[config.mk]
export PLATFORM = sky130hd
export DESIGN_NAME = mmcr_bank
export DESIGN_NICKNAME = d
export VERILOG_FILES = /design/src/include/mmcr_pkg.sv /design/src/logic/mmcr_bank.sv
export VERILOG_INCLUDE_DIRS = /design/src /design/src/include
export SDC_FILE = /design/constraint.sdc
export NUM_CORES = 1
export LEC_CHECK = 0
export BUFFER_PORTS_ARGS = -buffer_cell sky130_fd_sc_hd__buf_2
export CAP_MARGIN = 10
export CORE_UTILIZATION = 30
export CTS_CLUSTER_DIAMETER = 60
export CTS_CLUSTER_SIZE = 8
export DETAILED_ROUTE_END_ITERATION = 16
export GPL_TIMING_DRIVEN = 0
export HOLD_SLACK_MARGIN = 0.02
export PLACE_DENSITY = 0.53
export REMOVE_ABC_BUFFERS = 1
export SYNTH_ARGS = -nofsm -noshare
export SYNTH_HDL_FRONTEND = slang
export SYNTH_SLANG_ARGS = --single-unit
export TNS_END_PERCENT = 50
[constraint.sdc]
create_clock -name clk_sys -period 5.4 [get_ports clk_sys]
set_clock_uncertainty 0.15 [all_clocks]
set_input_delay 0.27 -clock clk_sys [delete_from_list [all_inputs] [get_ports clk_sys]]
set_output_delay 0.27 -clock clk_sys [all_outputs]
set_load 0.02 [all_outputs]
[src/include/mmcr_map.svh]
// Register offsets, field positions, reset values and timing figures of the mask/config bank
`ifndef MMCR_MAP_SVH
`define MMCR_MAP_SVH

`define MMCR_OFS_MASK_ONE 8'h43
`define MMCR_OFS_MASK_TWO 8'h44
`define MMCR_OFS_SPARE 8'h45
`define MMCR_OFS_INTR_CLR 8'h46
`define MMCR_OFS_VID_DIV 8'h47
`define MMCR_OFS_VID_TOP 8'h49
`define MMCR_OFS_CFG_TWO 8'h4A

`define MMCR_RST_MASK 8'h00
`define MMCR_RST_SPARE 8'h00
`define MMCR_RST_INTR_CLR 8'h00
`define MMCR_RST_DIV_FIELDS 4'h5
`define MMCR_RST_VID_TOP_HI 7'h40
`define MMCR_RST_CFG_TWO 8'h00

`define MMCR_BIT_INTR_PULSE 7
`define MMCR_BIT_THERMAL_ALARM_N_STATUS 5
`define MMCR_CFG_RSVD_MASK 8'hCF

`define MMCR_INTR_PULSE_MS 20
`define MMCR_SYS_CLK_HZ 100000000
`define MMCR_INTR_PULSE_CYC (`MMCR_INTR_PULSE_MS * (`MMCR_SYS_CLK_HZ / 1000))

`endif

[src/include/mmcr_pkg.sv]
// Types shared by the mask/config register bank
package mmcr_pkg;

  // Register access strobe group from the serial-bus engine
  typedef struct packed {
    logic [7:0] addr;
    logic wr;
    logic rd;
    logic [7:0] wdata;
  } mmcr_req_type;

  // Second configuration register layout
  typedef struct packed {
    logic id4_irq_enable;
    logic id3_irq_enable;
    logic [1:0] rsvd;
    logic thermal_acpi_mode;
    logic ext_limit_lock;
    logic int_limit_lock;
    logic thermal_int_mask;
  } mmcr_cfg_type;

  // Intrusion pulse sequencer, Gray-coded along idle -> pulse -> finish
  typedef enum logic [1:0] {
    MMCR_IDLE = 2'b00,
    MMCR_PULSE = 2'b01,
    MMCR_FINISH = 2'b11
  } mmcr_pulse_type;

endpackage : mmcr_pkg

[src/logic/mmcr_bank.sv]
// Interrupt mask, intrusion clear, ID/divisor and second configuration register bank
//
// Notes on behaviour
// Mask bit one blocks its status bit
// First mask covers eight measured channels
// Second mask: 12V, supply2, intrusion, thermal, diodes
// Masks and intrusion clear reset to zero
// Spare byte is plain read/write, resets zero
// Intrusion clear pulses pin low 20 ms
// Low nibble reads the four ID pins
// Bits 5:4 pick tach-1 divisor
// Bits 7:6 pick tach-2 divisor
// Divisor fields reset to 0101
// Fifth ID bit read-only, upper bits resettable
// Thermal mask keeps thermal off interrupt
// Internal high limit lock is write-once
// External high limit lock is write-once
// Bit 3 selects thermal output mode
// Bit 6 makes ID pin 3 interrupt
// Bit 7 makes ID pin 4 interrupt
// Channel-mode select gates ID interrupt inputs
// Interrupt output driven only when enabled
// Restore-defaults reloads listed registers
// Interrupt asserts on any unmasked status
`include "mmcr_map.svh"
`timescale 1ns/1ns
`default_nettype none

module mmcr_bank #(
  parameter int unsigned PULSE_CYCLES = `MMCR_INTR_PULSE_CYC
) (
  input wire logic clk_sys,
  input wire logic arst_n,
  input wire mmcr_pkg::mmcr_req_type reg_req,
  output logic [7:0] reg_rd_data,
  output logic reg_rd_valid,
  input wire logic [7:0] status_one,
  input wire logic [7:0] status_two,
  input wire logic int_output_enable,
  input wire logic restore_defaults_bit,
  input wire logic id_pin_irq_select,
  input wire logic [3:0] voltage_id_pins,
  input wire logic voltage_id_top_bit,
  output logic int_alarm_n_o,
  output logic int_alarm_oe,
  output logic intrusion_pin_o,
  output logic intrusion_pin_oe,
  output logic [3:0] tach1_divisor,
  output logic [3:0] tach2_divisor,
  output logic thermal_acpi_mode,
  output logic int_limit_lock,
  output logic ext_limit_lock,
  output logic id3_irq_active,
  output logic id4_irq_active
);

  localparam int unsigned CNT_W = $clog2(PULSE_CYCLES + 1);

  ////////////////////////////////////////////////////////////////////////////////
  // Reset release

  logic rst_meta_reg;
  logic rst_sync_n;

  // Release is synchronised so no flop leaves reset on a different edge
  always_ff @(posedge clk_sys or negedge arst_n) begin
    if (!arst_n) begin
      rst_meta_reg <= 1'b0;
      rst_sync_n <= 1'b0;
    end else begin
      rst_meta_reg <= 1'b1;
      rst_sync_n <= rst_meta_reg;
    end
  end

  ////////////////////////////////////////////////////////////////////////////////
  // Decoding helpers

  // Two-bit divisor code to divide ratio 1, 2, 4 or 8
  function automatic logic [3:0] div_ratio(input logic [1:0] code);
    div_ratio = 4'h1 << code;
  endfunction : div_ratio

  function automatic logic hit(input mmcr_pkg::mmcr_req_type r, input logic [7:0] ofs);
    hit = r.wr && (r.addr == ofs);
  endfunction : hit

  ////////////////////////////////////////////////////////////////////////////////
  // Writable registers

  logic [7:0] mask_one_reg;
  logic [7:0] mask_two_reg;
  logic [7:0] spare_reg;
  logic [6:0] intr_clr_low_reg;
  logic intr_req_reg;
  logic [3:0] div_fields_reg;
  logic [6:0] vid_top_hi_reg;
  mmcr_pkg::mmcr_cfg_type cfg_reg;
  mmcr_pkg::mmcr_cfg_type cfg_next;
  mmcr_pkg::mmcr_pulse_type pulse_state_reg;
  logic [CNT_W-1:0] pulse_cnt_reg;

  // Mask registers; restore-defaults wins over a write in the same cycle
  always_ff @(posedge clk_sys or negedge rst_sync_n) begin
    if (!rst_sync_n) begin
      mask_one_reg <= `MMCR_RST_MASK;
      mask_two_reg <= `MMCR_RST_MASK;
    end else if (restore_defaults_bit) begin
      mask_one_reg <= `MMCR_RST_MASK;
      mask_two_reg <= `MMCR_RST_MASK;
    end else begin
      if (hit(reg_req, `MMCR_OFS_MASK_ONE)) begin
        mask_one_reg <= reg_req.wdata;
      end
      if (hit(reg_req, `MMCR_OFS_MASK_TWO)) begin
        mask_two_reg <= reg_req.wdata;
      end
    end
  end

  // Spare byte only exists so old software finds a working location
  always_ff @(posedge clk_sys or negedge rst_sync_n) begin
    if (!rst_sync_n) begin
      spare_reg <= `MMCR_RST_SPARE;
    end else if (hit(reg_req, `MMCR_OFS_SPARE)) begin
      spare_reg <= reg_req.wdata;
    end
  end

  // Divisor fields and the reserved high bits of the fifth-ID register
  always_ff @(posedge clk_sys or negedge rst_sync_n) begin
    if (!rst_sync_n) begin
      div_fields_reg <= `MMCR_RST_DIV_FIELDS;
      vid_top_hi_reg <= `MMCR_RST_VID_TOP_HI;
    end else if (restore_defaults_bit) begin
      div_fields_reg <= `MMCR_RST_DIV_FIELDS;
      vid_top_hi_reg <= `MMCR_RST_VID_TOP_HI;
    end else begin
      if (hit(reg_req, `MMCR_OFS_VID_DIV)) begin
        div_fields_reg <= reg_req.wdata[7:4]; // see
      end
      if (hit(reg_req, `MMCR_OFS_VID_TOP)) begin
        vid_top_hi_reg <= reg_req.wdata[7:1];
      end
    end
  end

  // Lock bits may only go from zero to one; only power-on clears them
  always_comb begin
    cfg_next = cfg_reg;
    if (hit(reg_req, `MMCR_OFS_CFG_TWO)) begin
      cfg_next = reg_req.wdata & `MMCR_CFG_RSVD_MASK;
      cfg_next.int_limit_lock = cfg_reg.int_limit_lock | reg_req.wdata[1];
      cfg_next.ext_limit_lock = cfg_reg.ext_limit_lock | reg_req.wdata[2];
    end
  end

  // Not touched by restore-defaults, so the locks survive it
  always_ff @(posedge clk_sys or negedge rst_sync_n) begin
    if (!rst_sync_n) begin
      cfg_reg <= `MMCR_RST_CFG_TWO;
    end else begin
      cfg_reg <= cfg_next;
    end
  end

  ////////////////////////////////////////////////////////////////////////////////
  // Intrusion pulse

  // Low bits of the clear register are plain storage
  always_ff @(posedge clk_sys or negedge rst_sync_n) begin
    if (!rst_sync_n) begin
      intr_clr_low_reg <= 7'(`MMCR_RST_INTR_CLR);
    end else if (restore_defaults_bit) begin
      intr_clr_low_reg <= 7'(`MMCR_RST_INTR_CLR);
    end else if (hit(reg_req, `MMCR_OFS_INTR_CLR)) begin
      intr_clr_low_reg <= reg_req.wdata[6:0];
    end
  end

  // Request bit stays visible until the pulse has finished, then self-clears
  always_ff @(posedge clk_sys or negedge rst_sync_n) begin
    if (!rst_sync_n) begin
      intr_req_reg <= 1'b0;
    end else if (restore_defaults_bit) begin
      intr_req_reg <= 1'b0;
    end else if (hit(reg_req, `MMCR_OFS_INTR_CLR) && reg_req.wdata[`MMCR_BIT_INTR_PULSE]) begin
      intr_req_reg <= 1'b1;
    end else if (pulse_state_reg == mmcr_pkg::MMCR_FINISH) begin
      intr_req_reg <= 1'b0;
    end
  end

  // A restore aborts a pulse in progress, trading the minimum width for a clean state
  always_ff @(posedge clk_sys or negedge rst_sync_n) begin
    if (!rst_sync_n) begin
      pulse_state_reg <= mmcr_pkg::MMCR_IDLE;
      pulse_cnt_reg <= '0;
    end else if (restore_defaults_bit) begin
      pulse_state_reg <= mmcr_pkg::MMCR_IDLE;
      pulse_cnt_reg <= '0;
    end else begin
      unique case (pulse_state_reg)
        mmcr_pkg::MMCR_IDLE: begin
          if (intr_req_reg) begin
            pulse_state_reg <= mmcr_pkg::MMCR_PULSE;
            pulse_cnt_reg <= CNT_W'(PULSE_CYCLES - 1);
          end
        end
        mmcr_pkg::MMCR_PULSE: begin
          if (pulse_cnt_reg == '0) begin
            pulse_state_reg <= mmcr_pkg::MMCR_FINISH;
          end else begin
            pulse_cnt_reg <= pulse_cnt_reg - CNT_W'(1);
          end
        end
        mmcr_pkg::MMCR_FINISH: begin
          pulse_state_reg <= mmcr_pkg::MMCR_IDLE;
        end
        default: begin
          pulse_state_reg <= mmcr_pkg::MMCR_IDLE;
        end
      endcase
    end
  end

  // Open-drain: only ever pulls low
  assign intrusion_pin_o = 1'b0;
  assign intrusion_pin_oe = (pulse_state_reg == mmcr_pkg::MMCR_PULSE);

  ////////////////////////////////////////////////////////////////////////////////
  // Interrupt gating

  logic [15:0] status_all;
  logic [15:0] mask_all;
  logic [15:0] live_bits;
  logic id_irq_any;
  logic int_pending_reg;

  assign status_all = {status_two, status_one};
  assign mask_all = {mask_two_reg, mask_one_reg};

  // Each status bit only counts with its mask bit clear
  for (genvar i = 0; i < 16; i++) begin : g_gate
    if (i == 8 + `MMCR_BIT_THERMAL_ALARM_N_STATUS) begin : g_thermal_alarm_n
      assign live_bits[i] = status_all[i] & ~mask_all[i] & ~cfg_reg.thermal_int_mask;
    end else begin : g_plain
      assign live_bits[i] = status_all[i] & ~mask_all[i];
    end
  end

  // ID pins become interrupt inputs only with the channel-mode select set
  assign id3_irq_active = id_pin_irq_select & cfg_reg.id3_irq_enable & voltage_id_pins[3]; // see
  assign id4_irq_active = id_pin_irq_select & cfg_reg.id4_irq_enable & voltage_id_top_bit; // see
  assign id_irq_any = id3_irq_active | id4_irq_active;

  // Registered so the pin never glitches on status decode
  always_ff @(posedge clk_sys or negedge rst_sync_n) begin
    if (!rst_sync_n) begin
      int_pending_reg <= 1'b0;
    end else begin
      int_pending_reg <= (|live_bits) | id_irq_any;
    end
  end

  assign int_alarm_n_o = 1'b0;
  assign int_alarm_oe = int_pending_reg & int_output_enable;

  ////////////////////////////////////////////////////////////////////////////////
  // Register read and static outputs

  // Read data is captured one edge after the strobe; unmapped offsets read zero
  always_ff @(posedge clk_sys or negedge rst_sync_n) begin
    if (!rst_sync_n) begin
      reg_rd_data <= 8'h00;
      reg_rd_valid <= 1'b0;
    end else begin
      reg_rd_valid <= reg_req.rd;
      if (reg_req.rd) begin
        unique case (reg_req.addr)
          `MMCR_OFS_MASK_ONE: reg_rd_data <= mask_one_reg;
          `MMCR_OFS_MASK_TWO: reg_rd_data <= mask_two_reg;
          `MMCR_OFS_SPARE: reg_rd_data <= spare_reg;
          `MMCR_OFS_INTR_CLR: reg_rd_data <= {intr_req_reg, intr_clr_low_reg};
          `MMCR_OFS_VID_DIV: reg_rd_data <= {div_fields_reg, voltage_id_pins};
          `MMCR_OFS_VID_TOP: reg_rd_data <= {vid_top_hi_reg, voltage_id_top_bit};
          `MMCR_OFS_CFG_TWO: reg_rd_data <= cfg_reg;
          default: reg_rd_data <= 8'h00;
        endcase
      end
    end
  end

  assign tach1_divisor = div_ratio(div_fields_reg[1:0]);
  assign tach2_divisor = div_ratio(div_fields_reg[3:2]);
  assign thermal_acpi_mode = cfg_reg.thermal_acpi_mode;
  assign int_limit_lock = cfg_reg.int_limit_lock;
  assign ext_limit_lock = cfg_reg.ext_limit_lock;
endmodule : mmcr_bank

`default_nettype wire

==> results.py, run 1 <==
metrics = {
    "cells_and_area": {
        "area_growth_pct": 17.5,
        "final_common_cell": "dfrtp_1",
        "final_nets": 542,
        "most-common-layout-cells": "dfrtp_1, buf_2, nor2_1",
        "insertedDiodeCount": 0,
        "post-route-util_pct": 36.0,
        "design_area_sq_um": 5210,
        "largest_register_ffs": 21,
        "nFillCells": 1473,
        "final_layout_size_suffix_gt1_share_pct": 23.0,
        "instances_no_fill": 685,
    },
    "floorplan": {
        "rows": 44,
        "die_h_um": 124,
        "initial_core_util_pct": 30.6,
        "die_area_sq_um": 15300,
        "ios": 70,
        "die_x_um": 124,
        "core_sq_um": 14500,
    },
    "yosys": {
        "async_flop_share_pct": 100,
        "synth_edf_count": 0,
        "synth.top_cell.area_share_pct": 45.7,
        "synth_area_per_cell_sq_um": 10.1,
        "ys_ff_latch": 84,
        "ys_dominant_reg_cell": "dfrtp_1",
        "synth_seq_area_share_pct": 47.5,
        "yosys.cell_types.count": 61,
        "postSynthCellCount": 439,
        "syn_area_sq_um": 4430,
        "yosys_warnings": 0,
        "synthTopCellsByArea": "dfrtp_1, mux2i_1, nor2_1",
        "netlist.top_cell.by_area": "dfrtp_1",
    },
    "global_route": {
        "grt.overflow.total": 0,
        "antenna_found_initial": 0,
        "grt_max_degree": 69,
        "grt_pass1_vias": 3487,
        "grt_pass1_wl_um": 18800,
        "grt_use_total_pct": 16.4,
    },
    "setup_path": {
        "crit_path_start_kind": "register",
        "endpoint_kind": "register",
        "cp_max_fo": 7,
        "crit_arrival_ns": 2.69,
        "r2r_slack_ns": 2.83,
        "timing.rr.end": "pulse_cnt_reg[12]",
        "critPathKind": "register to register",
        "cp.required_ns": 5.52,
        "ff2ff_path_depth": 6,
        "r2r_start": "pulse_cnt_reg[0]",
    },
    "cts": {
        "clk_latency_ns": 0.35,
        "clock_path_buffers": 2,
        "cts_sinks": 84,
        "post_cts_resized": 0,
        "cts_root_buf": "clkbuf_16",
        "cts_made_buffers": 9,
        "clkTransAtPathRegs_ns": 0.07,
        "hold_buffers": 1,
        "post-cts-setup-buffers": 0,
        "htree_levels": 3,
        "tritoncts": "done",
    },
    "run_status": {
        "status": "finished clean",
    },
    "detailed_routing": {
        "viasPerCell": 5.31,
        "drcViolationCount": 0,
        "vias": 3636,
        "drt_wl_total_um": 11800,
        "drt_pre_antenna_iters": 5,
        "detail_route.wl_per_cell_um": 17.3,
        "drt-initial-drc-count": 266,
        "antenna_left": 0,
    },
    "timing": {
        "setup_violations": 0,
        "finalCritPeriodShare_pct": 47.6,
        "rsz0062_at_grt": "no",
        "hold_viol": 0,
        "setup_tns_ns": 0,
        "tightest_slew_ns": 1.03,
        "fin_ws_ns": 2.83,
        "finalCriticalPeriod_ns": 2.57,
        "relSlewSlack_pct": 31.2,
        "finalMaxSlewViolations": 0,
        "max_freq_mhz": 389,
        "whs_ns": 0.0376,
    },
    "placement": {
        "dp.cells": 668,
        "place_ws_ns": 2.57,
        "port_buffers": 67,
        "globalplace.congestion": 0.828,
        "placed_area_sq_um": 4900,
        "hpwl_um": 8290,
    },
    "power_and_ir_drop": {
        "pwr_density_cell_nw_per_um2": 276,
        "ir_drop_mv": 0.161,
        "total_power_mw": 1.43,
        "p_leak_nw": 2.46,
    },
    "hold_path": {
        "min_path_type": "register to async pin",
    },
    "run": {
        "cap_violations": 0,
    },
}
## power by group
part           internal (mW)  switching, mW
combinational         0.0532         0.0951
sequential             0.647         0.0175
clock                  0.360          0.262
## kinds of logic after synthesis
| logic type | after synthesis | share of synthesized area [%] |
|---|---|---|
| AND/OR/NAND/NOR | 158 | 18.8 |
| AO/OA/AOI/OAI | 93 | 14.0 |
| flip-flops | 84 | 47.5 |
| multiplexers | 51 | 13.8 |
| buffers and inverters | 49 | 5.17 |
| adder cells (fa/ha/maj) | 2 | 0.565 |
| other | 2 | 0.169 |
## cells in the mapped netlist (all sizes together), types with 2 or more instances
master,count
dfrtp,81
nor2,65
mux2i,34
inv,25
o21ai,24
nand2,19
a21oi,18
buf,14
nor4,12
nor2b,11
clkbuf,10
mux2,10
a221oi,8
and2,7
mux4,7
nand4,7
a22oi,6
nand3,6
nor3b,6
or3,6
nand2b,4
o22ai,4
a211o,3
a21o,3
a31oi,3
and3,3
dfstp,3
nor3,3
o31ai,3
or4,3
a211oi,2
a22o,2
conb,2
ha,2
nand3b,2
nor4b,2
o21a,2
o32ai,2
o41ai,2
## area by class of cell
| cell class | instances | area, sq um | area share [%] |
|---|---|---|---|
| Sequential cell | 84 | 2110 | 40.5 |
| Multi-Input combinational cell | 307 | 2100 | 40.4 |
| Clock inverter | 7 | 73.8 | 1.42 |
| Inverter | 25 | 93.8 | 1.80 |
| Timing Repair Buffer | 69 | 373 | 7.16 |
| Tap cell | 184 | 230 | 4.42 |
| Clock buffer | 9 | 225 | 4.33 |
## worst max-delay path by stage
stage / startpoint / slack (ns) / to
finish: pulse_cnt_reg[0] / 2.83 / pulse_cnt_reg[12]
detailed placement: reg_req[10] / 2.57 / spare_reg[3]
global route: pulse_cnt_reg[0] / 2.63 / pulse_cnt_reg[14]
CTS: pulse_cnt_reg[0] / 2.82 / pulse_cnt_reg[12]
floorplan: rst_sync_n / 2.74 / cfg_reg[0]
global placement: rst_sync_n / 1.71 / mask_two_reg[0]
## worst max-delay path, cell delays in order, from the launching register on
cell and delay, ns:
dfrtp_1 0.43, inv_1 0.11, ha_1 0.19, nor3b_1 0.66, nand3_1 0.34, or4_1 0.47, a21oi_1 0.14
## per-layer routing
| metal | GRT usage, % | vias up | wire length [um] |
|---|---|---|---|
| li1 | - | 1705 | - |
| met1 | 21.4 | 1793 | 5420 |
| met4 | 3.99 | 0 | 110 |
| met5 | 0 | - | 0 |
| met3 | 4.11 | 12 | 793 |
| met2 | 27.0 | 126 | 5520 |
No activity file was read; power rests on OpenSTA's default activity.
==> run 2: changes to the inputs <==
clock period = 2.4 ns   (was 5.4 ns; I/O delays follow)
==> run 2 against run 1 <==
Effect of this change: the flow now finishes with violations (setup timing); fmax rose by 6.8%; total power rose by 130%; design area rose by 4.5%; critical path type unchanged; largest power group unchanged; sequential cell count did not move.
==> results.py, run 2 (synthesized netlist as in run 1, its figures left out) <==
metrics = {
    "setup_path": {
        "crit_path_start_kind": "register",
        "path_cells": "nor4_1 > nand4_1 > o21ai_1 > a21oi_1 > a21o_1",
        "endpoint_kind": "register",
        "cp.buffers_inverters": 0,
        "cp_max_fo": 8,
        "slowest_delay_ns": 0.58,
        "cp_top_family": "simple AND/OR/NAND/NOR gates",
        "crit_arrival_ns": 2.49,
        "critPathKind": "register to register",
        "cp_slowest_cell": "o21ai_1",
        "cp.required_ns": 2.48,
    },
    "cells_and_area": {
        "most-common-layout-cells": "dfrtp_1, buf_2, nor2_1",
        "final_layout_size_suffix_gt1_share_pct": 22.8,
        "final_nets": 562,
        "final_common_cell": "dfrtp_1",
        "insertedDiodeCount": 0,
        "area_growth_pct": 22.7,
        "largest_register_ffs": 21,
        "nFillCells": 1452,
        "instances_no_fill": 705,
    },
    "timing": {
        "max_freq_mhz": 415,
        "relSlewSlack_pct": 30.3,
        "tightest_slew_ns": 1.05,
        "finalCritPeriodShare_pct": 100,
        "rsz0062_at_grt": "yes",
        "fin_ws_ns": -0.00784,
        "whs_ns": 0.0387,
        "finalMaxSlewViolations": 0,
        "finalCriticalPeriod_ns": 2.41,
        "hold_viol": 0,
        "setup_tns_ns": -0.0141,
        "setup_violations": 2,
    },
    "placement": {
        "globalplace.congestion": 0.828,
        "place_ws_ns": -0.279,
        "hpwl_um": 8290,
        "dp.cells": 668,
        "port_buffers": 67,
    },
    "detailed_routing": {
        "dr_wl_met3_um": 645,
        "viasPerCell": 5.30,
        "detail_route.wl_per_cell_um": 17.2,
        "drt_pre_antenna_iters": 7,
        "drt-initial-drc-count": 220,
        "drt_wl_total_um": 12100,
        "vias": 3735,
        "drcViolationCount": 0,
        "antenna_left": 0,
        "drt-met1-wl_um": 5590,
        "top_layer_used": "met4",
        "wl_met2_um": 5760,
    },
    "floorplan": {
        "ios": 70,
        "die_x_um": 124,
        "die_h_um": 124,
        "core_sq_um": 14500,
        "die_area_sq_um": 15300,
        "initial_core_util_pct": 30.6,
        "rows": 44,
    },
    "run_status": {
        "violations": "setup timing",
        "status": "complete, but fails checks",
    },
    "global_route": {
        "antenna_found_initial": 0,
        "grt_use_total_pct": 16.6,
        "grt.overflow.total": 0,
        "grt_pass1_vias": 3589,
        "grt_max_degree": 69,
        "grt_pass1_wl_um": 19100,
    },
    "power_and_ir_drop": {
        "ir_drop_mv": 0.356,
        "pwr_density_cell_nw_per_um2": 600,
        "p_leak_nw": 2.57,
        "total_power_mw": 3.26,
    },
    "cts": {
        "clock_path_buffers": 2,
        "htree_levels": 3,
        "cts_root_buf": "clkbuf_16",
        "tritoncts": "done",
        "clkTransAtPathRegs_ns": 0.07,
        "cts_made_buffers": 9,
        "cts_sinks": 84,
        "clk_latency_ns": 0.35,
        "post-cts-setup-buffers": 0,
    },
    "hold_path": {
        "min_path_type": "register to async pin",
    },
    "run": {
        "cap_violations": 0,
    },
}
==> run 2: timing repair <==
item,CTS,global route
endpoints found under the hold margin,54,0
hold buffers,21,0
endpoints found under the setup margin,11,26
resized for setup,2,5
==> run 2: layout make-up <==
cell class                      instances  area [sq um]  share of cell area [%]
Clock inverter                          7          73.8                    1.36
Inverter                               25          93.8                    1.73
Clock buffer                            9           225                    4.14
Timing Repair Buffer                   89           573                    10.5
Sequential cell                        84          2110                    38.8
Tap cell                              184           230                    4.23
Multi-Input combinational cell        307          2130                    39.2
==> run 2: through the flow <==
step	util (%)	area, sq um
final	37.6	5440
after global routing	37.6	5440
after CTS	37.4	5420
after detailed placement	33.8	4900
after global placement	33.6	4870
after floorplan	-	4300
==> run 2: worst reg2reg max path, cell delays in order (launching register included) <==
cell,delay [ns]
dfrtp_1,0.43
nor4_1,0.56
nand4_1,0.32
o21ai_1,0.58
a21oi_1,0.08
a21o_1,0.18
==> run 2: power breakdown <==
part           internal [mW]  switching (mW)
registers               1.46          0.0431
clock network          0.811           0.588
logic                  0.143           0.220
==> run 2: layer usage <==
metal,vias to the layer above,GRT usage [%]
li1,1744,-
met1,1859,21.7
met2,123,27.4
met3,9,4.01
met4,0,3.99
met5,-,0
==> run 2: worst paths after layout <==
path / startpoint / to / slack [ns] / cells after the start
min reg2reg: rst_sync_n / reg_rd_data[1] / 0.04 / 0
min: rst_sync_n / reg_rd_data[1] / 0.04 / 0
max reg2reg: pulse_cnt_reg[17] / pulse_cnt_reg[1] / -0.008 / 5
max in group asynchronous: rst_sync_n / div_fields_reg[2] / 1.41 / 1
min in group clk_sys: voltage_id_pins[3] / int_pending_reg / 0.07 / 3
max: pulse_cnt_reg[17] / pulse_cnt_reg[1] / -0.008 / 5
==> run 3: changes to the inputs <==
PLACE_DENSITY = 0.54   (was 0.53)
clock period = 2.2 ns   (was 2.4 ns; I/O delays follow)
==> run 3 against run 2 <==
Effect of this change: the flow now finishes without violations; hold slack worse by 0.0034 ns; clock-buffer cell count stayed put; total power is 12% higher; critical path depth is 3 higher; first-iteration DRC count is 0.45% lower; via count is 0.16% lower; combinational power is 15% higher; setup slack better by 0.039 ns.
==> results.py, run 3 (synthesized netlist as in run 1, its figures left out) <==
metrics = {
    "placement": {
        "globalplace.congestion": 0.811,
        "placed_area_sq_um": 4900,
        "port_buffers": 67,
        "hpwl_um": 8150,
        "dp.cells": 668,
        "place_ws_ns": -0.505,
    },
    "power_and_ir_drop": {
        "clockPowerShare_pct": 43.3,
        "swShare_pct": 27.0,
        "switching_power_mw": 0.982,
        "p_leak_nw": 2.61,
        "pwr-share-comb_pct": 11.5,
        "p_int_mw": 2.66,
        "ir_drop_mv": 0.390,
        "pwr_density_cell_nw_per_um2": 655,
        "seq_power_share_pct": 45.1,
    },
    "setup_path": {
        "r2r_slack_ns": 0.03,
        "ff2ff_path_depth": 8,
        "path_cells": "inv_1 > ha_1 > nor3b_2 > nand4_1 > buf_6 > o21ai_4 > or4_4 > a21oi_2",
        "critPathKind": "register to register",
        "cp_max_fo": 8,
        "startpoint": "pulse_cnt_reg[1]",
        "r2r_start": "pulse_cnt_reg[1]",
        "cp_slowest_cell": "or4_4",
        "crit_path_start_kind": "register",
        "endpoint_kind": "register",
        "slowest_delay_ns": 0.51,
        "cp_top_family": "simple AND/OR/NAND/NOR gates",
        "crit_arrival_ns": 2.29,
        "timing.rr.end": "pulse_cnt_reg[12]",
        "cp.buffers_inverters": 2,
        "cp.required_ns": 2.32,
    },
    "cts": {
        "clk_latency_ns": 0.34,
        "tritoncts": "done",
        "cts_sinks": 84,
        "clkTransAtPathRegs_ns": 0.07,
        "clock_path_buffers": 2,
        "htree_levels": 3,
        "cts_root_buf": "clkbuf_16",
        "cts_made_buffers": 9,
    },
    "cells_and_area": {
        "instances_no_fill": 707,
        "design_area_sq_um": 5550,
        "final_nets": 564,
        "area_growth_pct": 25.3,
        "most-common-layout-cells": "dfrtp_1, buf_2, nor2_1",
        "final_layout_size_suffix_gt1_share_pct": 26.0,
        "nFillCells": 1431,
        "largest_register_ffs": 21,
        "final_common_cell": "dfrtp_1",
        "insertedDiodeCount": 0,
    },
    "detailed_routing": {
        "antenna_left": 0,
        "drt-met1-wl_um": 5580,
        "wl_met2_um": 5640,
        "top_layer_used": "met4",
        "drt_pre_antenna_iters": 4,
        "drt-initial-drc-count": 219,
        "dr_wl_met3_um": 646,
        "detail_route.wl_per_cell_um": 17.1,
        "drcViolationCount": 0,
        "viasPerCell": 5.27,
        "vias": 3729,
        "drt_wl_total_um": 12100,
    },
    "timing": {
        "setup_violations": 0,
        "fin_ws_ns": 0.0311,
        "finalCriticalPeriod_ns": 2.17,
        "rsz0062_at_grt": "yes",
        "max_freq_mhz": 461,
        "hold_viol": 0,
        "relSlewSlack_pct": 27.6,
        "whs_ns": 0.0354,
        "finalMaxSlewViolations": 0,
        "finalCritPeriodShare_pct": 98.6,
        "tightest_slew_ns": 1.09,
    },
    "floorplan": {
        "die_x_um": 124,
        "initial_core_util_pct": 30.6,
        "core_sq_um": 14500,
        "die_area_sq_um": 15300,
        "rows": 44,
        "die_h_um": 124,
        "ios": 70,
    },
    "hold_path": {
        "min_to": "int_pending_reg",
        "holdPathStages": 4,
        "min_path_type": "input pin to register",
        "holdCritStartpoint": "status_one[5]",
    },
    "global_route": {
        "antenna_found_initial": 0,
        "grt_use_total_pct": 16.6,
        "grt_pass1_vias": 3631,
        "grt_max_degree": 60,
        "grt.overflow.total": 0,
        "grt_pass1_wl_um": 19100,
    },
    "run_status": {
        "status": "finished clean",
    },
    "run": {
        "cap_violations": 0,
    },
}
## run 3: cell types whose count changed in the layout (fill, tap and decap cells not counted), moves of 2 or more
cell,before,now
nand3_1,4,2
nand3_2,2,4
nor4_1,8,5
nor4_2,2,4
o21ai_4,0,2
## run 3: worst max-delay path by stage
stage          slack (ns)           endpoint  cells after the start
2_1_floorplan       -0.46         cfg_reg[0]                      0
3_3_place_gp        -1.49    mask_two_reg[0]                      0
3_5_place_dp        -0.50       spare_reg[3]                      5
4_1_cts              0.02  pulse_cnt_reg[12]                      6
5_1_grt             -0.06  pulse_cnt_reg[12]                      8
6_report             0.03  pulse_cnt_reg[12]                      8
## run 3: worst register-to-register path, cell delays in order (launching register included)
cell and delay [ns]:
dfrtp_1 0.43, inv_1 0.09, ha_1 0.21, nor3b_2 0.17, nand4_1 0.16, buf_6 0.15
o21ai_4 0.09, or4_4 0.51, a21oi_2 0.14
## run 3: timing repair
action | 4_1_cts | 5_1_grt
buffers inserted | 0 | 2
pin swaps | 1 | 2
endpoints found under the setup margin | 30 | 18
hold buffers | 21 | 0
resized for setup | 13 | 14
hold endpoints to repair | 55 | 0
## run 3: metal layers
layer	vias to the layer above	GRT usage, %
li1	1758	-
met1	1828	21.5
met2	124	27.5
met3	19	3.23
met4	0	5.57
met5	-	0
## run 3: metrics by stage
stage	TNS (ns)	util [%]	power (mW)
after floorplan	-36.15	-	1.85
after global placement	-132.45	33.6	2.01
after detailed placement	-14.36	33.8	2.02
after CTS	0	37.8	3.65
after global routing	-0.0861	38.3	3.79
final	0	38.3	3.64
## run 3: final cells by class
cell class / count / area, sq um / share of cell area, %
multi-input combinational: 307 / 2220 / 40.0
clock inverter: 7 / 81.3 / 1.46
inverter: 25 / 93.8 / 1.69
clock buffer: 9 / 225 / 4.06
sequential: 84 / 2110 / 38.0
tap: 184 / 230 / 4.15
timing repair buffer: 91 / 592 / 10.7
## run 3: power by group through the flow
| stage | sequential (mW) | combinational (mW) | clock [mW] |
|---|---|---|---|
| floorplan | 1.68 | 0.175 | 0 |
| global route | 1.65 | 0.464 | 1.67 |
| finish | 1.64 | 0.419 | 1.58 |
| global placement | 1.68 | 0.326 | 0 |
| detailed placement | 1.66 | 0.357 | 0 |
| CTS | 1.64 | 0.400 | 1.61 |
